===== src/rtl/tdcs_pkg.sv =====
// Constants, field layout and types of the decoder control/status block.
// Assumes a 32-bit configuration bus with word-aligned byte addresses.
package tdcs_pkg;
    localparam int ADDR_W = 8;
    localparam int DATA_W = 32;
    localparam int FL_W = 15;
    localparam int WS_W = 8;
    localparam int PL_W = 6;
    localparam int SF_W = 13;
    localparam int IT_W = 5;
    localparam int SNR_W = 7;
    localparam int AW_W = 7;
    localparam int ERR_W = 15;
    localparam logic [ADDR_W-1:0] ADDR_CMD = 8'h60;
    localparam logic [ADDR_W-1:0] ADDR_END = 8'h64;
    localparam logic [ADDR_W-1:0] ADDR_ERR = 8'h68;
    localparam logic [ADDR_W-1:0] ADDR_STAT = 8'h6c;
    localparam logic [ADDR_W-1:0] ADDR_EMU = 8'h70;
    localparam logic [2:0] CMD_NONE = 3'h0;
    localparam logic [2:0] CMD_START = 3'h1;
    localparam logic [2:0] CMD_DBG_INIT = 3'h4;
    localparam logic [2:0] CMD_DBG_STEP = 3'h5;
    localparam logic [2:0] CMD_DBG_RUN = 3'h6;
    localparam logic [2:0] CMD_SOFT_RST = 3'h7;
    localparam int END_INTR = 0;
    localparam int END_EXTR = 1;
    localparam int EMU_FREE = 0;
    localparam int EMU_SOFT = 1;
    localparam int ERRB_SUM = 0;
    localparam int ERRB_F = 1;
    localparam int ERRB_P = 2;
    localparam int ERRB_SF = 4;
    localparam int ERRB_R = 7;
    localparam int ERRB_SNR = 8;
    localparam int ERRB_INT = 9;
    localparam int ERRB_RESULT = 10;
    localparam int ERRB_TOUCH = 11;
    localparam int ERRB_MM = 14;
    localparam logic [FL_W-1:0] FL_SA_MIN = 15'h0028;
    localparam logic [FL_W-1:0] FL_SA_MAX = 15'h50fa;
    localparam logic [FL_W-1:0] FL_SP12_MIN = 15'h0100;
    localparam logic [FL_W-1:0] FL_SP_MAX = 15'h5000;
    localparam logic [FL_W-1:0] FL_SP3_MIN = 15'h0080;
    localparam logic [FL_W-1:0] RL_MIN = 15'h0028;
    localparam logic [WS_W-1:0] WS_SP12 = 8'h80;
    localparam logic [WS_W-1:0] WS_SP3_MIN = 8'h41;
    localparam logic [PL_W-1:0] PL_MIN = 6'h04;
    localparam logic [PL_W-1:0] PL_MAX = 6'h30;
    localparam logic [SF_W-1:0] SF_MAX = 13'h13fa;
    localparam logic [SNR_W-1:0] SNR_MAX = 7'h64;
    localparam logic [1:0] SEG_V3 = 2'h3;
    localparam logic [DATA_W-1:0] REG_RST = 32'h0000_0000;
    typedef enum logic [1:0] {KIND_PLAIN, KIND_EXTR, KIND_PERM} tdcs_kind_t;
    typedef enum logic [3:0] {
        ST_IDLE, ST_INIT, ST_DBG_WAIT, ST_MAP, ST_MAP_PAUSE, ST_FINISH, ST_HALT
    } tdcs_state_t;
endpackage


===== src/rtl/tdcs_byte_order.sv =====
// Byte-order manager for 64-bit data between the bus and the kernel.
// Assumes one beat per valid; result is registered, one cycle later.
module tdcs_byte_order (
    input wire logic clk,
    input wire logic srst,
    input wire logic ce,
    input wire logic host_big_endian,
    input wire logic reliability_table_byte_order,
    input wire logic permutation_table_halfword_order,
    input wire tdcs_pkg::tdcs_kind_t kind,
    input wire logic in_valid,
    input wire logic [63:0] in_data,
    output logic out_valid,
    output logic [63:0] out_data
);
    import tdcs_pkg::*;
    function automatic logic [2:0] src_byte(input logic [2:0] i, input tdcs_kind_t k,
        input logic be, input logic ex, input logic ip);
        logic [2:0] r;
        r = i ^ 3'h4;
        if (!be) begin
            r = i;
        end else if (k == KIND_EXTR && ex) begin
            r = 3'h7 - i;
        end else if (k == KIND_PERM && ip) begin
            r = {2'h3 - i[2:1], i[0]};
        end
        return r;
    endfunction
    logic [63:0] map_d;
    for (genvar g = 0; g < 8; g++) begin : g_lane
        logic [2:0] s;
        assign s = src_byte(3'(g), kind, host_big_endian,
            reliability_table_byte_order, permutation_table_halfword_order);
        assign map_d[g*8 +: 8] = in_data[s*8 +: 8];
    end
    always_ff @(posedge clk) begin
        if (srst) begin
            out_valid <= 1'b0;
            out_data <= '0;
        end else if (ce) begin
            out_valid <= in_valid;
            if (in_valid) begin
                out_data <= map_d;
            end
        end
    end
endmodule


===== src/rtl/tdcs_ctrl.sv =====
// Command, error, status and debug-halt control of the turbo decoder.
// Assumes a synchronous config bus and a datapath that runs MAP decodes.
// Operation
// - Code four initialises, then waits in state 2.
// - Code five runs one MAP, pauses at 4.
// - Code six runs remaining MAPs, normal ending.
// - Code seven resets all but command, byte-order.
// - Extrinsic bit picks word swap or full reversal.
// - Interleaver bit picks halfword mapping, big-endian only.
// - Little-endian host leaves data untouched.
// - Any new error raises interrupt and its error bit.
// - Standalone frame length outside 40..20730 flags.
// - Shared mode frame length checked per variant.
// - Reliability length and window size checked.
// - Prolog length outside 4..48 flags error.
// - Subframe length above 5114 sets bit 4.
// - Memory touch outside debug halt sets bit 11.
// - Shared mode result read request sets bit 10.
// - Shared mode permutation load sets bit 9.
// - Bit 0 summarises any configuration error.
// - Status shows state, iteration, sub-state, half-decoder.
// - Status bit 10 shows emulation halt.
// - Bits 9..7 show awaited reads.
// - Bits 6..3 show awaited writes.
// - Bit 1 is MAP engine busy.
// - Halt point chosen by graceful select bit.
// - Halt-ignore bit lets decoding run on.
module tdcs_ctrl (
    input wire logic clk,
    input wire logic srst,
    input wire logic ce,
    input wire logic cfg_sel,
    input wire logic cfg_wr,
    input wire logic [tdcs_pkg::ADDR_W-1:0] cfg_addr,
    input wire logic [tdcs_pkg::DATA_W-1:0] cfg_wdata,
    output logic [tdcs_pkg::DATA_W-1:0] cfg_rdata,
    output logic cfg_rvalid,
    input wire logic host_big_endian,
    input wire logic sp_mode,
    input wire logic [1:0] seg_variant,
    input wire logic [tdcs_pkg::FL_W-1:0] frame_len,
    input wire logic [tdcs_pkg::FL_W-1:0] reliability_len,
    input wire logic [tdcs_pkg::WS_W-1:0] reliability_window_size,
    input wire logic [tdcs_pkg::PL_W-1:0] prolog_len,
    input wire logic [tdcs_pkg::SF_W-1:0] subframe_len,
    input wire logic [tdcs_pkg::IT_W-1:0] min_iter,
    input wire logic [tdcs_pkg::IT_W-1:0] max_iter,
    input wire logic [tdcs_pkg::SNR_W-1:0] snr_threshold,
    input wire logic result_param_read_req,
    input wire logic permutation_load_req,
    input wire logic map_done,
    input wire logic last_map,
    input wire logic [3:0] map_sub_state,
    input wire logic [tdcs_pkg::AW_W-1:0] await_flags,
    input wire logic crc_pass,
    input wire logic [1:0] signal_quality_result,
    input wire logic mem_touch,
    input wire logic emu_halt_req,
    output logic map_go,
    output logic map_hold,
    output logic decode_done,
    output logic soft_reset_pulse,
    output logic debug_halted_flag,
    output logic decoder_irq,
    input wire tdcs_pkg::tdcs_kind_t dat_kind,
    input wire logic dat_in_valid,
    input wire logic [63:0] dat_in,
    output logic dat_out_valid,
    output logic [63:0] dat_out
);
    import tdcs_pkg::*;

    tdcs_state_t state_q, state_d, resume_q, resume_d;
    logic [1:0] end_q;
    logic [1:0] emu_q;
    logic [2:0] cmd_q;
    logic [ERR_W-1:0] err_q, err_d;
    logic [IT_W-1:0] iter_q;
    logic map_half_q;
    logic debug_q;
    logic step_q;
    logic step_d;
    logic [ERR_W-1:0] cfg_err;

    logic wr_any;
    logic rd_any;
    logic cmd_wr;
    logic [2:0] code;
    logic go_start;
    logic go_dbg;
    logic go_step;
    logic go_run;
    logic go_srst;
    logic start_ok;
    logic halt_en;
    logic map_end;
    logic touch_ok;
    logic [DATA_W-1:0] stat_word;
    logic [DATA_W-1:0] rd_mux;

    tdcs_param_check u_check (
        .sp_mode(sp_mode),
        .seg_variant(seg_variant),
        .frame_len(frame_len),
        .reliability_len(reliability_len),
        .reliability_window_size(reliability_window_size),
        .prolog_len(prolog_len),
        .subframe_len(subframe_len),
        .min_iter(min_iter),
        .max_iter(max_iter),
        .snr_threshold(snr_threshold),
        .result_param_read_req(result_param_read_req),
        .permutation_load_req(permutation_load_req),
        .cfg_err(cfg_err)
    );

    tdcs_byte_order u_order (
        .clk(clk),
        .srst(srst),
        .ce(ce),
        .host_big_endian(host_big_endian),
        .reliability_table_byte_order(end_q[END_EXTR]),
        .permutation_table_halfword_order(end_q[END_INTR]),
        .kind(dat_kind),
        .in_valid(dat_in_valid),
        .in_data(dat_in),
        .out_valid(dat_out_valid),
        .out_data(dat_out)
    );

    // Bus decode
    assign wr_any = cfg_sel && cfg_wr;
    assign rd_any = cfg_sel && !cfg_wr;
    assign cmd_wr = wr_any && cfg_addr == ADDR_CMD;
    assign code = cfg_wdata[2:0];
    assign go_srst = cmd_wr && code == CMD_SOFT_RST;
    // Start only from idle; a start while busy is dropped
    assign go_start = cmd_wr && state_q == ST_IDLE && code == CMD_START;
    assign go_dbg = cmd_wr && state_q == ST_IDLE && code == CMD_DBG_INIT;
    assign go_step = cmd_wr && code == CMD_DBG_STEP;
    assign go_run = cmd_wr && code == CMD_DBG_RUN;
    assign start_ok = !cfg_err[ERRB_SUM];
    assign halt_en = emu_halt_req && !emu_q[EMU_FREE];
    assign map_end = state_q == ST_MAP && map_done;
    // Memories may only be touched while halted in debug mode
    assign touch_ok = debug_q && (emu_halt_req || state_q == ST_HALT);

    // Top-level sequencing
    always_comb begin
        state_d = state_q;
        resume_d = resume_q;
        step_d = step_q;
        unique case (state_q)
            ST_IDLE: begin
                if ((go_start || go_dbg) && start_ok) begin
                    state_d = ST_INIT;
                end
            end
            ST_INIT: begin
                state_d = debug_q ? ST_DBG_WAIT : ST_MAP;
                step_d = 1'b0;
            end
            ST_DBG_WAIT, ST_MAP_PAUSE: begin
                if (go_step) begin
                    state_d = ST_MAP;
                    step_d = 1'b1;
                end else if (go_run) begin
                    state_d = ST_MAP;
                    step_d = 1'b0;
                end
            end
            ST_MAP: begin
                if (map_done) begin
                    resume_d = last_map ? ST_FINISH : (step_q ? ST_MAP_PAUSE : ST_MAP);
                    // Halt wins over MAP end when the graceful select is clear
                    state_d = (halt_en && !emu_q[EMU_SOFT]) ? ST_HALT : resume_d;
                end
            end
            ST_FINISH: begin
                if (halt_en) begin
                    state_d = ST_HALT;
                    resume_d = ST_FINISH;
                end else begin
                    state_d = ST_IDLE;
                end
            end
            ST_HALT: begin
                if (!halt_en) begin
                    state_d = resume_q;
                end
            end
            default: state_d = ST_IDLE;
        endcase
        if (go_srst) begin
            state_d = ST_IDLE;
            resume_d = ST_IDLE;
            step_d = 1'b0;
        end
    end

    // Error flags: new events win over the clear of a restart or soft reset
    always_comb begin
        err_d = err_q;
        if ((go_start || go_dbg) && !go_srst) begin
            err_d = cfg_err | (err_q & ERR_W'(1 << ERRB_TOUCH));
        end
        if (go_srst) begin
            err_d = '0;
        end
        if (mem_touch && !touch_ok) begin
            err_d[ERRB_TOUCH] = 1'b1;
        end
    end

    always_ff @(posedge clk) begin
        if (srst) begin
            state_q <= ST_IDLE;
            resume_q <= ST_IDLE;
            step_q <= 1'b0;
            debug_q <= 1'b0;
            err_q <= '0;
            decoder_irq <= 1'b0;
        end else if (ce) begin
            state_q <= state_d;
            resume_q <= resume_d;
            step_q <= step_d;
            err_q <= err_d;
            decoder_irq <= |(err_d & ~err_q);
            if (go_start || go_dbg || go_srst) begin
                debug_q <= go_dbg;
            end
        end
    end

    // Registers kept across soft reset
    always_ff @(posedge clk) begin
        if (srst) begin
            cmd_q <= CMD_NONE;
            end_q <= '0;
        end else if (ce) begin
            if (cmd_wr) begin
                cmd_q <= code;
            end
            if (wr_any && cfg_addr == ADDR_END) begin
                end_q <= cfg_wdata[1:0];
            end
        end
    end

    always_ff @(posedge clk) begin
        if (srst) begin
            emu_q <= '0;
        end else if (ce) begin
            if (go_srst) begin
                emu_q <= '0;
            end else if (wr_any && cfg_addr == ADDR_EMU) begin
                emu_q <= cfg_wdata[1:0];
            end
        end
    end

    // Iteration and half-decoder tracking
    always_ff @(posedge clk) begin
        if (srst) begin
            iter_q <= '0;
            map_half_q <= 1'b0;
        end else if (ce) begin
            if (go_srst || state_q == ST_INIT) begin
                iter_q <= '0;
                map_half_q <= 1'b0;
            end else if (map_end) begin
                map_half_q <= !map_half_q;
                if (map_half_q && iter_q != '1) begin
                    iter_q <= iter_q + IT_W'(1);
                end
            end
        end
    end

    // Datapath handshakes
    always_ff @(posedge clk) begin
        if (srst) begin
            map_go <= 1'b0;
            decode_done <= 1'b0;
            soft_reset_pulse <= 1'b0;
        end else if (ce) begin
            map_go <= state_d == ST_MAP && (state_q != ST_MAP || map_done);
            decode_done <= state_q == ST_FINISH && state_d == ST_IDLE;
            soft_reset_pulse <= go_srst;
        end
    end

    // Datapath stalls in its current MAP state while held
    assign map_hold = state_q == ST_DBG_WAIT || state_q == ST_MAP_PAUSE || state_q == ST_HALT;
    assign debug_halted_flag = state_q == ST_HALT;

    always_comb begin
        stat_word = REG_RST;
        stat_word[27:24] = 4'(state_q);
        stat_word[23] = crc_pass;
        stat_word[22:21] = signal_quality_result;
        stat_word[20:16] = iter_q;
        stat_word[15:12] = map_sub_state;
        stat_word[11] = map_half_q;
        stat_word[10] = debug_halted_flag;
        stat_word[9:3] = await_flags;
        stat_word[2] = err_q[ERRB_SUM];
        stat_word[1] = map_sub_state != 4'h0;
    end

    // Command register is write-only; unmapped reads return zero
    assign rd_mux = cfg_addr == ADDR_STAT ? stat_word
        : cfg_addr == ADDR_ERR ? DATA_W'(err_q)
        : cfg_addr == ADDR_END ? DATA_W'(end_q)
        : cfg_addr == ADDR_EMU ? DATA_W'(emu_q) : REG_RST;

    always_ff @(posedge clk) begin
        if (srst) begin
            cfg_rdata <= REG_RST;
            cfg_rvalid <= 1'b0;
        end else if (ce) begin
            cfg_rvalid <= rd_any;
            if (rd_any) begin
                cfg_rdata <= rd_mux;
            end
        end
    end

    start_run_a: assert property (@(posedge clk) disable iff (srst)
        ce && go_start && start_ok |=> state_q == ST_INIT ##1 (!ce || state_q == ST_MAP))
        else $error("start did not launch decode");
    idle_none_a: assert property (@(posedge clk) disable iff (srst)
        ce && state_q == ST_IDLE && !(go_start || go_dbg) |=> state_q == ST_IDLE)
        else $error("idle left without start");
    dbg_wait_a: assert property (@(posedge clk) disable iff (srst)
        ce && go_dbg && start_ok |=> ##1 (!ce || (state_q == ST_DBG_WAIT && map_hold)))
        else $error("debug init did not wait");
    step_pause_a: assert property (@(posedge clk) disable iff (srst)
        ce && map_end && step_q && !last_map && !halt_en && !go_srst
        |=> state_q == ST_MAP_PAUSE && map_hold)
        else $error("single step did not pause");
    run_rest_a: assert property (@(posedge clk) disable iff (srst)
        ce && state_q == ST_MAP_PAUSE && go_run |=> state_q == ST_MAP && !step_q && map_go)
        else $error("run rest did not resume");
    soft_rst_a: assert property (@(posedge clk) disable iff (srst)
        ce && go_srst |=> err_q == {3'h0, $past(mem_touch && !touch_ok), 11'h000} && emu_q == '0
        && state_q == ST_IDLE && end_q == $past(end_q) && soft_reset_pulse)
        else $error("soft reset wrong");
    err_irq_a: assert property (@(posedge clk) disable iff (srst)
        ce && (err_d & ~err_q) != '0 |=> decoder_irq && err_q != '0)
        else $error("error without interrupt");
    frame_err_a: assert property (@(posedge clk) disable iff (srst)
        ce && go_start && !go_srst && cfg_err[ERRB_F] |=> err_q[ERRB_F] && err_q[ERRB_SUM])
        else $error("frame length error lost");
    touch_err_a: assert property (@(posedge clk) disable iff (srst)
        ce && mem_touch && !touch_ok |=> err_q[ERRB_TOUCH])
        else $error("memory touch error lost");
    busy_bit_a: assert property (@(posedge clk) disable iff (srst)
        ce && rd_any && cfg_addr == ADDR_STAT |=> cfg_rdata[1] == ($past(map_sub_state) != 4'h0))
        else $error("busy bit mismatch");
    free_run_a: assert property (@(posedge clk) disable iff (srst)
        emu_q[EMU_FREE] && state_q != ST_HALT |=> state_q != ST_HALT)
        else $error("halted while ignoring halt");
    soft_point_a: assert property (@(posedge clk) disable iff (srst)
        ce && map_end && !last_map && emu_q[EMU_SOFT] && !go_srst |=> state_q != ST_HALT)
        else $error("graceful halt taken at MAP end");

    start_cov: cover property (@(posedge clk) disable iff (srst) go_start && start_ok);
    step_cov: cover property (@(posedge clk) disable iff (srst) state_q == ST_MAP_PAUSE && go_step);
    halt_cov: cover property (@(posedge clk) disable iff (srst) state_q == ST_HALT && !halt_en);
endmodule


===== src/rtl/tdcs_param_check.sv =====
// Validates the frame configuration; purely combinational flags.
// Assumes parameter inputs are stable while a start command is taken.
module tdcs_param_check (
    input wire logic sp_mode,
    input wire logic [1:0] seg_variant,
    input wire logic [tdcs_pkg::FL_W-1:0] frame_len,
    input wire logic [tdcs_pkg::FL_W-1:0] reliability_len,
    input wire logic [tdcs_pkg::WS_W-1:0] reliability_window_size,
    input wire logic [tdcs_pkg::PL_W-1:0] prolog_len,
    input wire logic [tdcs_pkg::SF_W-1:0] subframe_len,
    input wire logic [tdcs_pkg::IT_W-1:0] min_iter,
    input wire logic [tdcs_pkg::IT_W-1:0] max_iter,
    input wire logic [tdcs_pkg::SNR_W-1:0] snr_threshold,
    input wire logic result_param_read_req,
    input wire logic permutation_load_req,
    output logic [tdcs_pkg::ERR_W-1:0] cfg_err
);
    import tdcs_pkg::*;
    logic v3;
    logic f_sa;
    logic f_sp;
    logic r_bad;
    logic [ERR_W-1:0] raw;
    assign v3 = seg_variant == SEG_V3;
    assign f_sa = frame_len < FL_SA_MIN || frame_len > FL_SA_MAX;
    // Variant 3 drops the 256 granularity
    assign f_sp = v3 ? (frame_len < FL_SP3_MIN || frame_len > FL_SP_MAX)
        : (frame_len < FL_SP12_MIN || frame_len > FL_SP_MAX || frame_len[7:0] != 8'h00);
    assign r_bad = reliability_len < RL_MIN
        || (sp_mode && !v3 && reliability_window_size != WS_SP12)
        || (sp_mode && v3 && reliability_window_size < WS_SP3_MIN);
    always_comb begin
        raw = '0;
        raw[ERRB_F] = sp_mode ? f_sp : f_sa;
        raw[ERRB_P] = prolog_len < PL_MIN || prolog_len > PL_MAX;
        raw[ERRB_SF] = subframe_len > SF_MAX;
        raw[ERRB_R] = r_bad;
        raw[ERRB_SNR] = snr_threshold > SNR_MAX;
        raw[ERRB_MM] = min_iter > max_iter;
        raw[ERRB_RESULT] = sp_mode && result_param_read_req;
        raw[ERRB_INT] = sp_mode && permutation_load_req;
        cfg_err = raw;
        cfg_err[ERRB_SUM] = |raw;
    end
endmodule


===== config.mk =====
export PLATFORM = sky130hd
export DESIGN_NAME = tdcs_ctrl
export DESIGN_NICKNAME = d
export VERILOG_FILES = /design/src/rtl/tdcs_pkg.sv /design/src/rtl/tdcs_byte_order.sv /design/src/rtl/tdcs_ctrl.sv /design/src/rtl/tdcs_param_check.sv
export SDC_FILE = /design/constraint.sdc
export NUM_CORES = 1
export LEC_CHECK = 0
export ABC_CLOCK_PERIOD_IN_PS = 2100
export BUFFER_PORTS_ARGS = -buffer_cell sky130_fd_sc_hd__buf_4
export CORE_ASPECT_RATIO = 1.75
export CORE_UTILIZATION = 45
export CTS_BUF_LIST = sky130_fd_sc_hd__clkbuf_8
export DETAILED_ROUTE_END_ITERATION = 12
export PLACE_DENSITY_LB_ADDON = 0.2
export SLEW_MARGIN = 20
export SYNTH_ARGS = -nofsm -noshare
export SYNTH_HDL_FRONTEND = slang
export SYNTH_SLANG_ARGS = --single-unit

===== constraint.sdc =====
create_clock -name clk -period 2.1 [get_ports clk]
set_clock_uncertainty 0.1 [all_clocks]
set_input_delay 0.42 -clock clk [delete_from_list [all_inputs] [get_ports clk]]
set_output_delay 0.42 -clock clk [all_outputs]
set_load 0.01 [all_outputs]

### Word-level counts from Yosys, hierarchy flattened

Cells that the tools add are included.

| storage, ports and cells | value |
|---|---|
| register bits after elaboration | 137 |
| bits of input ports | 210 |
| output and inout bits | 104 |
| logic and storage cells | 199 |

| operators by class | value |
|---|---|
| add/sub/neg operators | 1 |
| order comparisons | 12 |
| equal/unequal tests | 26 |
| shift operators | 8 |
| multiplexer cells | 60 |
| bitwise operators | 3 |
| reduce and logical (&&, ||, !) cells | 72 |

Operators with widths:

| kind | count |
|---|---|
| indexed part select 64 x 7 -> 8 bit | 8 |
| two-way mux 3 bit | 20 |
| two-way mux 15 bit | 3 |
| equality test 8 x 7 -> 1 bit (second input constant) | 5 |
| two-way mux 4 bit | 9 |
| greater-than comparator 15 bit (second input constant) | 2 |
| less-than comparator 15 x 6 -> 1 bit (second input constant) | 2 |
| logical AND 1 bit | 29 |
| two-way mux 28 bit | 1 |
| two-way mux 2 bit | 12 |
| one-hot mux 4 bit (6 select lines) | 1 |
| AND 15 bit | 1 |
| less-than comparator 15 x 8 -> 1 bit (second input constant) | 1 |
| less-than comparator 15 x 9 -> 1 bit (second input constant) | 1 |
| two-way mux 5 bit | 3 |
| NOT 15 bit | 1 |
| OR 15 x 12 -> 15 bit | 1 |
| OR reduction 15 bit | 1 |
| logical OR 1 bit | 14 |
| greater-than comparator 13 bit (second input constant) | 1 |
| equality test 3 bit (second input constant) | 4 |
| equality test 4 x 2 -> 1 bit (second input constant) | 3 |
| equality test 4 x 3 -> 1 bit (second input constant) | 3 |
| AND reduction 2 bit | 6 |
| other kinds (28) | 50 |

### Longest topological paths before layout

| logic depth | value |
|---|---|
| depth in word-level cells | 14 |
| mapped depth | 8 |
| depth with buffers taken out | 8 |

### Cells and area by module

Synthesis repeated with hierarchy kept, for this count alone.

| unflattened totals | value |
|---|---|
| cell total of the unflattened synthesis | 966 |
| area, all modules | 7891.3 um^2 |

Modules (own cells, without submodules):

| module | instances | cells each | area an instance (um^2) | seq. area each (um^2) |
|---|---|---|---|---|
| tdcs_byte_order | 1 | 484 | 4136.5 | 1301.2 |
| tdcs_ctrl | 1 | 409 | 3288.2 | 1341.3 |
| tdcs_param_check | 1 | 73 | 466.7 | 0.0 |

### Least setup slack after synthesis

OpenSTA, ideal clock, no wires.

| timing path | value |
|---|---|
| kind | input port to flip-flop |
| start | input port cfg_addr[1] (netlist bit) |
| end | register decoder_irq |
| library setup time | 0.069 ns |
| arrival | 2.102 ns |
| required time | 1.931 ns |
| slack | -0.171 ns |
| stages on the path | 7 |
| path buffers | 1 |
| path through | or4_1 > buf_2 > or3_4 > nand2b_4 > a2111oi_4 > o311ai_1 > o21ai_1 |

| on the way | value |
|---|---|
| word-level cells in the longest chain between the ends | 11 |
| elaborated cells between the ends (all ways) | 14 |
| classes of those cells | 1 x eq/ne; 3 x mux; 1 x bitwise; 9 x reduce/logical |

Ends and longest elaborated chain:

| what | line | text |
|---|---|---|
| start: declaration | tdcs_ctrl.sv:34 | `input wire logic [tdcs_pkg::ADDR_W-1:0] cfg_addr,` |
| equality test 8 x 7 -> 1 bit * | tdcs_ctrl.sv:134 | `assign cmd_wr = wr_any && cfg_addr == ADDR_CMD;` |
| logical AND 1 bit * | tdcs_ctrl.sv:134 |  |
| logical AND 1 bit | tdcs_ctrl.sv:138, tdcs_ctrl.sv:139 |  |
| logical AND 1 bit (on tied branches) | tdcs_ctrl.sv:138, tdcs_ctrl.sv:139 |  |
| logical OR 1 bit | tdcs_ctrl.sv:204 | `if ((go_start \|\| go_dbg) && !go_srst) begin` |
| logical AND 1 bit | tdcs_ctrl.sv:204 |  |
| two-way mux 15 bit | tdcs_ctrl.sv:204 |  |
| two-way mux 15 bit * | tdcs_ctrl.sv:207 | `if (go_srst) begin` |
| two-way mux 1 bit | tdcs_ctrl.sv:210 | `if (mem_touch && !touch_ok) begin` |
| AND 15 bit * | tdcs_ctrl.sv:228 | `decoder_irq <= \|(err_d & ~err_q);` |
| OR reduction 15 bit * | tdcs_ctrl.sv:228 |  |
| end signal: assignment | tdcs_ctrl.sv:228 |  |
| end: declaration | tdcs_ctrl.sv:64 | `output logic decoder_irq,` |

Mark *: on every way between the ends. The rest lies on a longest branch, timed or not.
A chain may end at the register's enable or synchronous reset.

### Worst setup path after layout

| timing path | value |
|---|---|
| start | register state_q[0] |
| end | register err_q[3] |

| on the way | value |
|---|---|
| word-level cells in the longest chain between the ends | 7 |
| elaborated cells between the ends (all ways) | 8 |
| classes of those cells | 2 x mux; 6 x reduce/logical |

Ends and longest elaborated chain:

| what | line | text |
|---|---|---|
| start: declaration | tdcs_ctrl.sv:73 | `tdcs_state_t state_q, state_d, resume_q, resume_d;` |
| start signal: assignment | tdcs_ctrl.sv:224 | `state_q <= state_d;` |
| zero test 4 bit * | tdcs_ctrl.sv:138, tdcs_ctrl.sv:139 |  |
| logical AND 1 bit * | tdcs_ctrl.sv:138, tdcs_ctrl.sv:139 |  |
| logical AND 1 bit (on tied branches) | tdcs_ctrl.sv:138, tdcs_ctrl.sv:139 |  |
| logical OR 1 bit * | tdcs_ctrl.sv:204 |  |
| logical AND 1 bit * | tdcs_ctrl.sv:204 |  |
| two-way mux 15 bit * | tdcs_ctrl.sv:204 |  |
| two-way mux 15 bit * | tdcs_ctrl.sv:207 |  |
| end signal: assignment | tdcs_ctrl.sv:227 | `err_q <= err_d;` |
| end: declaration | tdcs_ctrl.sv:77 | `logic [ERR_W-1:0] err_q, err_d;` |

Marks and branches as above.

==> results.ini <==
[worst_setup_path]
cp_common_cell = nor2b_4
crit_fanout = 5
crit_path_start_kind = register
critPathRequiredTime_ns = 2.36
crit_type = register to register
crit_family = simple AND/OR/NAND/NOR gates
path_cells = or4_4 > nor3_4 > nor2b_4 > buf_12 > o21ai_4 > nor2b_4 > and2_1
cp-end-kind = register
critPathMaxStageDelay_ns = 0.57
crit_buf_inv = 1
arrival_ns = 2.44
cpMaxStageDelayCell = or4_4
r2r_end = err_q[3]$_SDFFE_PP0P_
reg2reg_slack_ns = -0.08
r2r_cells = 7
r2r_start = state_q[0]$_SDFFE_PP0P_

[layout]
multi_input_area_sq_um = 4523
regArea_sq_um = 2654
syn_to_final_growth_pct = 46.47
layout_common_cells = buf_4, nor2_1, dfxtp_1, nor3_1, a211oi_1
layout_commonest_cell = buf_4
final_nets = 1505
layout-drive-gt1-share = 0.3451
fill_cells = 1387

[clock_tree]
hold_buffers = 0
htreeDepth = 4
cts_buffer_depth = 2
clk_pin_slew_ns = 0.09
cts_sinks = 132
cts_tree = built
clkLatencyLatePin_ns = 0.45
cts_made_buffers = 17
clockRootBuffer = clkbuf_8

[placement]
portBuffers = 277
post-dp-hpwl_mm = 20.09
globalplace.congestion = 0.9684

[synthesis]
synth_top_flop_cell = dfxtp_1
ys_types = 72
async_reset_ff_frac = 0
synth-edff-count = 0
synth-seq-area-share = 0.3566
ys_ff_latch = 132
synth_area_per_cell_sq_um = 7.584
synth_warnings = 0
synthCells = 977
netlist_area_sq_um = 7410

[hold_path]
hold_depth = 3
min_from = signal_quality_result[0]
whs_endpoint = cfg_rdata[21]$_SDFFE_PP0P_
hold_class = input pin to register

[power_and_ir_drop]
p_seq_frac = 0.436
power_mw = 6.051
cellLeakagePower_nw = 4.622
share_comb_of_total_power = 0.193
p_switching_mw = 1.863
cellPowerDensity_nw_per_um2 = 557.5
vdd_drop_max_mv = 0.3945
clkPwrFrac = 0.371
switching_share = 0.3079
internal-power_mw = 4.188

[sta]
setup_viol_count_final = 11
grt_setup_unrepaired = true
fmax_mhz = 458.8
drv_slew = 0
hold_violations = 0
maxSlewHeadroom = 0.4886
worstMarginPinSlew_ns = 0.7619
setup_tns_ns = -0.5924
timing.final.ws_setup_ns = -0.07944
post-route-period-util = 1.038
min_period_ns = 2.179

[die]
core_area_sq_um = 16030
initial_core_util = 0.4623
rows = 61
fp.dieH_um = 171.8
io_pins = 314
dieArea_sq_um = 17000
dieWidth_um = 99

[global_routing]
antenna_found_initial = 2
gr-usage-all-layers = 0.3095
grt_overflow = 0
grt_pass1_wl_mm = 41.14
grt_max_degree = 70
grt_pass1_vias = 8282

[run_status]
status = finished, violations left
violations = setup timing

[routing]
vias = 8818
routed_wl_mm = 26.98
vias_per_cell = 5.910
drc_errors = 0
ant_nets = 0
drt-initial-drc-count = 341
wl_per_cell_um = 18.09
drt_first_pass_iters = 6

[job]
cap_violations = 0

## kinds of logic (layout without fill, tap and decap cells)
family / Yosys count / count (layout) / synth area share
buffers and inverters: 105 / 425 / 0.05589
other: 1 / 6 / 0.0005061
AOI/OAI and AO/OA: 301 / 302 / 0.2815
xor gates and xnor gates: 6 / 6 / 0.007093
and+or+nand+nor: 409 / 409 / 0.2636
DFF: 132 / 132 / 0.3566
muxes: 16 / 16 / 0.02297
adders and majority gates: 7 / 7 / 0.01182
## cell usage after synthesis, types with 7 or more instances
cell      instances  area [sq um]
a211oi_1         86         645.6
a21oi_1          57         285.3
a22o_1           18         157.7
a22oi_1          34         255.2
a31oi_1           7         43.79
and2_1            8         50.05
clkbuf_1         69         259.0
dfxtp_1         132          2643
ha_1              7         87.58
inv_1            21         78.83
mux2_2            8         90.09
mux2i_1           8         80.08
nand2_1          45         168.9
nand3_1           7         35.03
nand4_1           7         43.79
nor2_1          191         716.9
nor2b_1           7         43.79
nor3_1           86         430.4
nor4_1            9         56.30
o21ai_0          19         95.09
o22ai_1          41         256.5
## repair_timing
item | in CTS | in global routing
cloned | 0 | 1
pin swaps | 4 | 10
resized for setup | 9 | 23
setup endpoints to repair | 19 | 23
setup buffers | 4 | 3
## power groups by stage
stage	clock network [mW]	registers, mW	logic, mW
3_5_place_dp	0	2.70	1.15
5_1_grt	2.39	2.65	1.27
6_report	2.24	2.64	1.17
2_1_floorplan	0	2.73	0.463
3_3_place_gp	0	2.69	1.13
4_1_cts	2.28	2.64	1.16
## per-layer routing
metal | GRT usage | share of wire | vias up
li1 | - | - | 4251
met4 | 0.2135 | 0.060 | 0
met1 | 0.3139 | 0.35 | 4061
met5 | 0 | 0 | -
met2 | 0.5740 | 0.52 | 422
met3 | 0.04957 | 0.066 | 84
## worst max path at each step
| stage | to | startpoint | slack (ns) | cells past startpoint |
|---|---|---|---|---|
| after floorplan | state_q[0]$_SDFFE_PP0P_ | cfg_addr[1] | -0.15 | 7 |
| after global placement | state_q[0]$_SDFFE_PP0P_ | cfg_addr[1] | -0.28 | 7 |
| after detailed placement | state_q[0]$_SDFFE_PP0P_ | cfg_addr[1] | -0.30 | 7 |
| after CTS | err_q[0]$_SDFFE_PP0P_ | state_q[0]$_SDFFE_PP0P_ | -0.02 | 6 |
| after global routing | decoder_irq$_SDFFE_PP0P_ | state_q[0]$_SDFFE_PP0P_ | -0.14 | 6 |
| final | err_q[3]$_SDFFE_PP0P_ | state_q[0]$_SDFFE_PP0P_ | -0.08 | 7 |
## flip-flops by register name (all words and copies together) (netlist names), 2 cells and up
register and count:
resume_q 3, emu_q 2, iter_q 5, end_q 2, err_q 15, cfg_rdata 28, state_q 4, u_order.out_data 64
## cell type report
| type | instances | area share |
|---|---|---|
| Clock inverter | 15 | 0.01695 |
| Antenna cell | 2 | 0.0004611 |
| Tap cell | 189 | 0.02179 |
| Sequential cell | 132 | 0.2445 |
| Multi-Input combinational cell | 744 | 0.4168 |
| Clock buffer | 17 | 0.02156 |
| Timing Repair Buffer | 371 | 0.2703 |
| Inverter | 22 | 0.007609 |
## tightest hold or removal path: stages
cell	delay, ns
buf_4	0.08
a22oi_1	0.05
nor2_1	0.08
## stage by stage
| step | setup slack [ns] | instances | utilization | cell area (sq um) | hold WS [ns] |
|---|---|---|---|---|---|
| after detailed placement | -0.2986 | 1450 | 0.6376 | 10220 | 0.3502 |
| final | -0.07944 | 1492 | 0.6771 | 10850 | 0.1038 |
| after floorplan | -0.1494 | 980 | - | 7457 | 0.3310 |
| after global routing | -0.1363 | 1492 | 0.6771 | 10850 | 0.09794 |
| after CTS | -0.01567 | 1486 | 0.6681 | 10710 | 0.09188 |
| after global placement | -0.2769 | 1450 | 0.6376 | 10220 | 0.3434 |
Note: power is estimated with default switching activity, not from simulation.
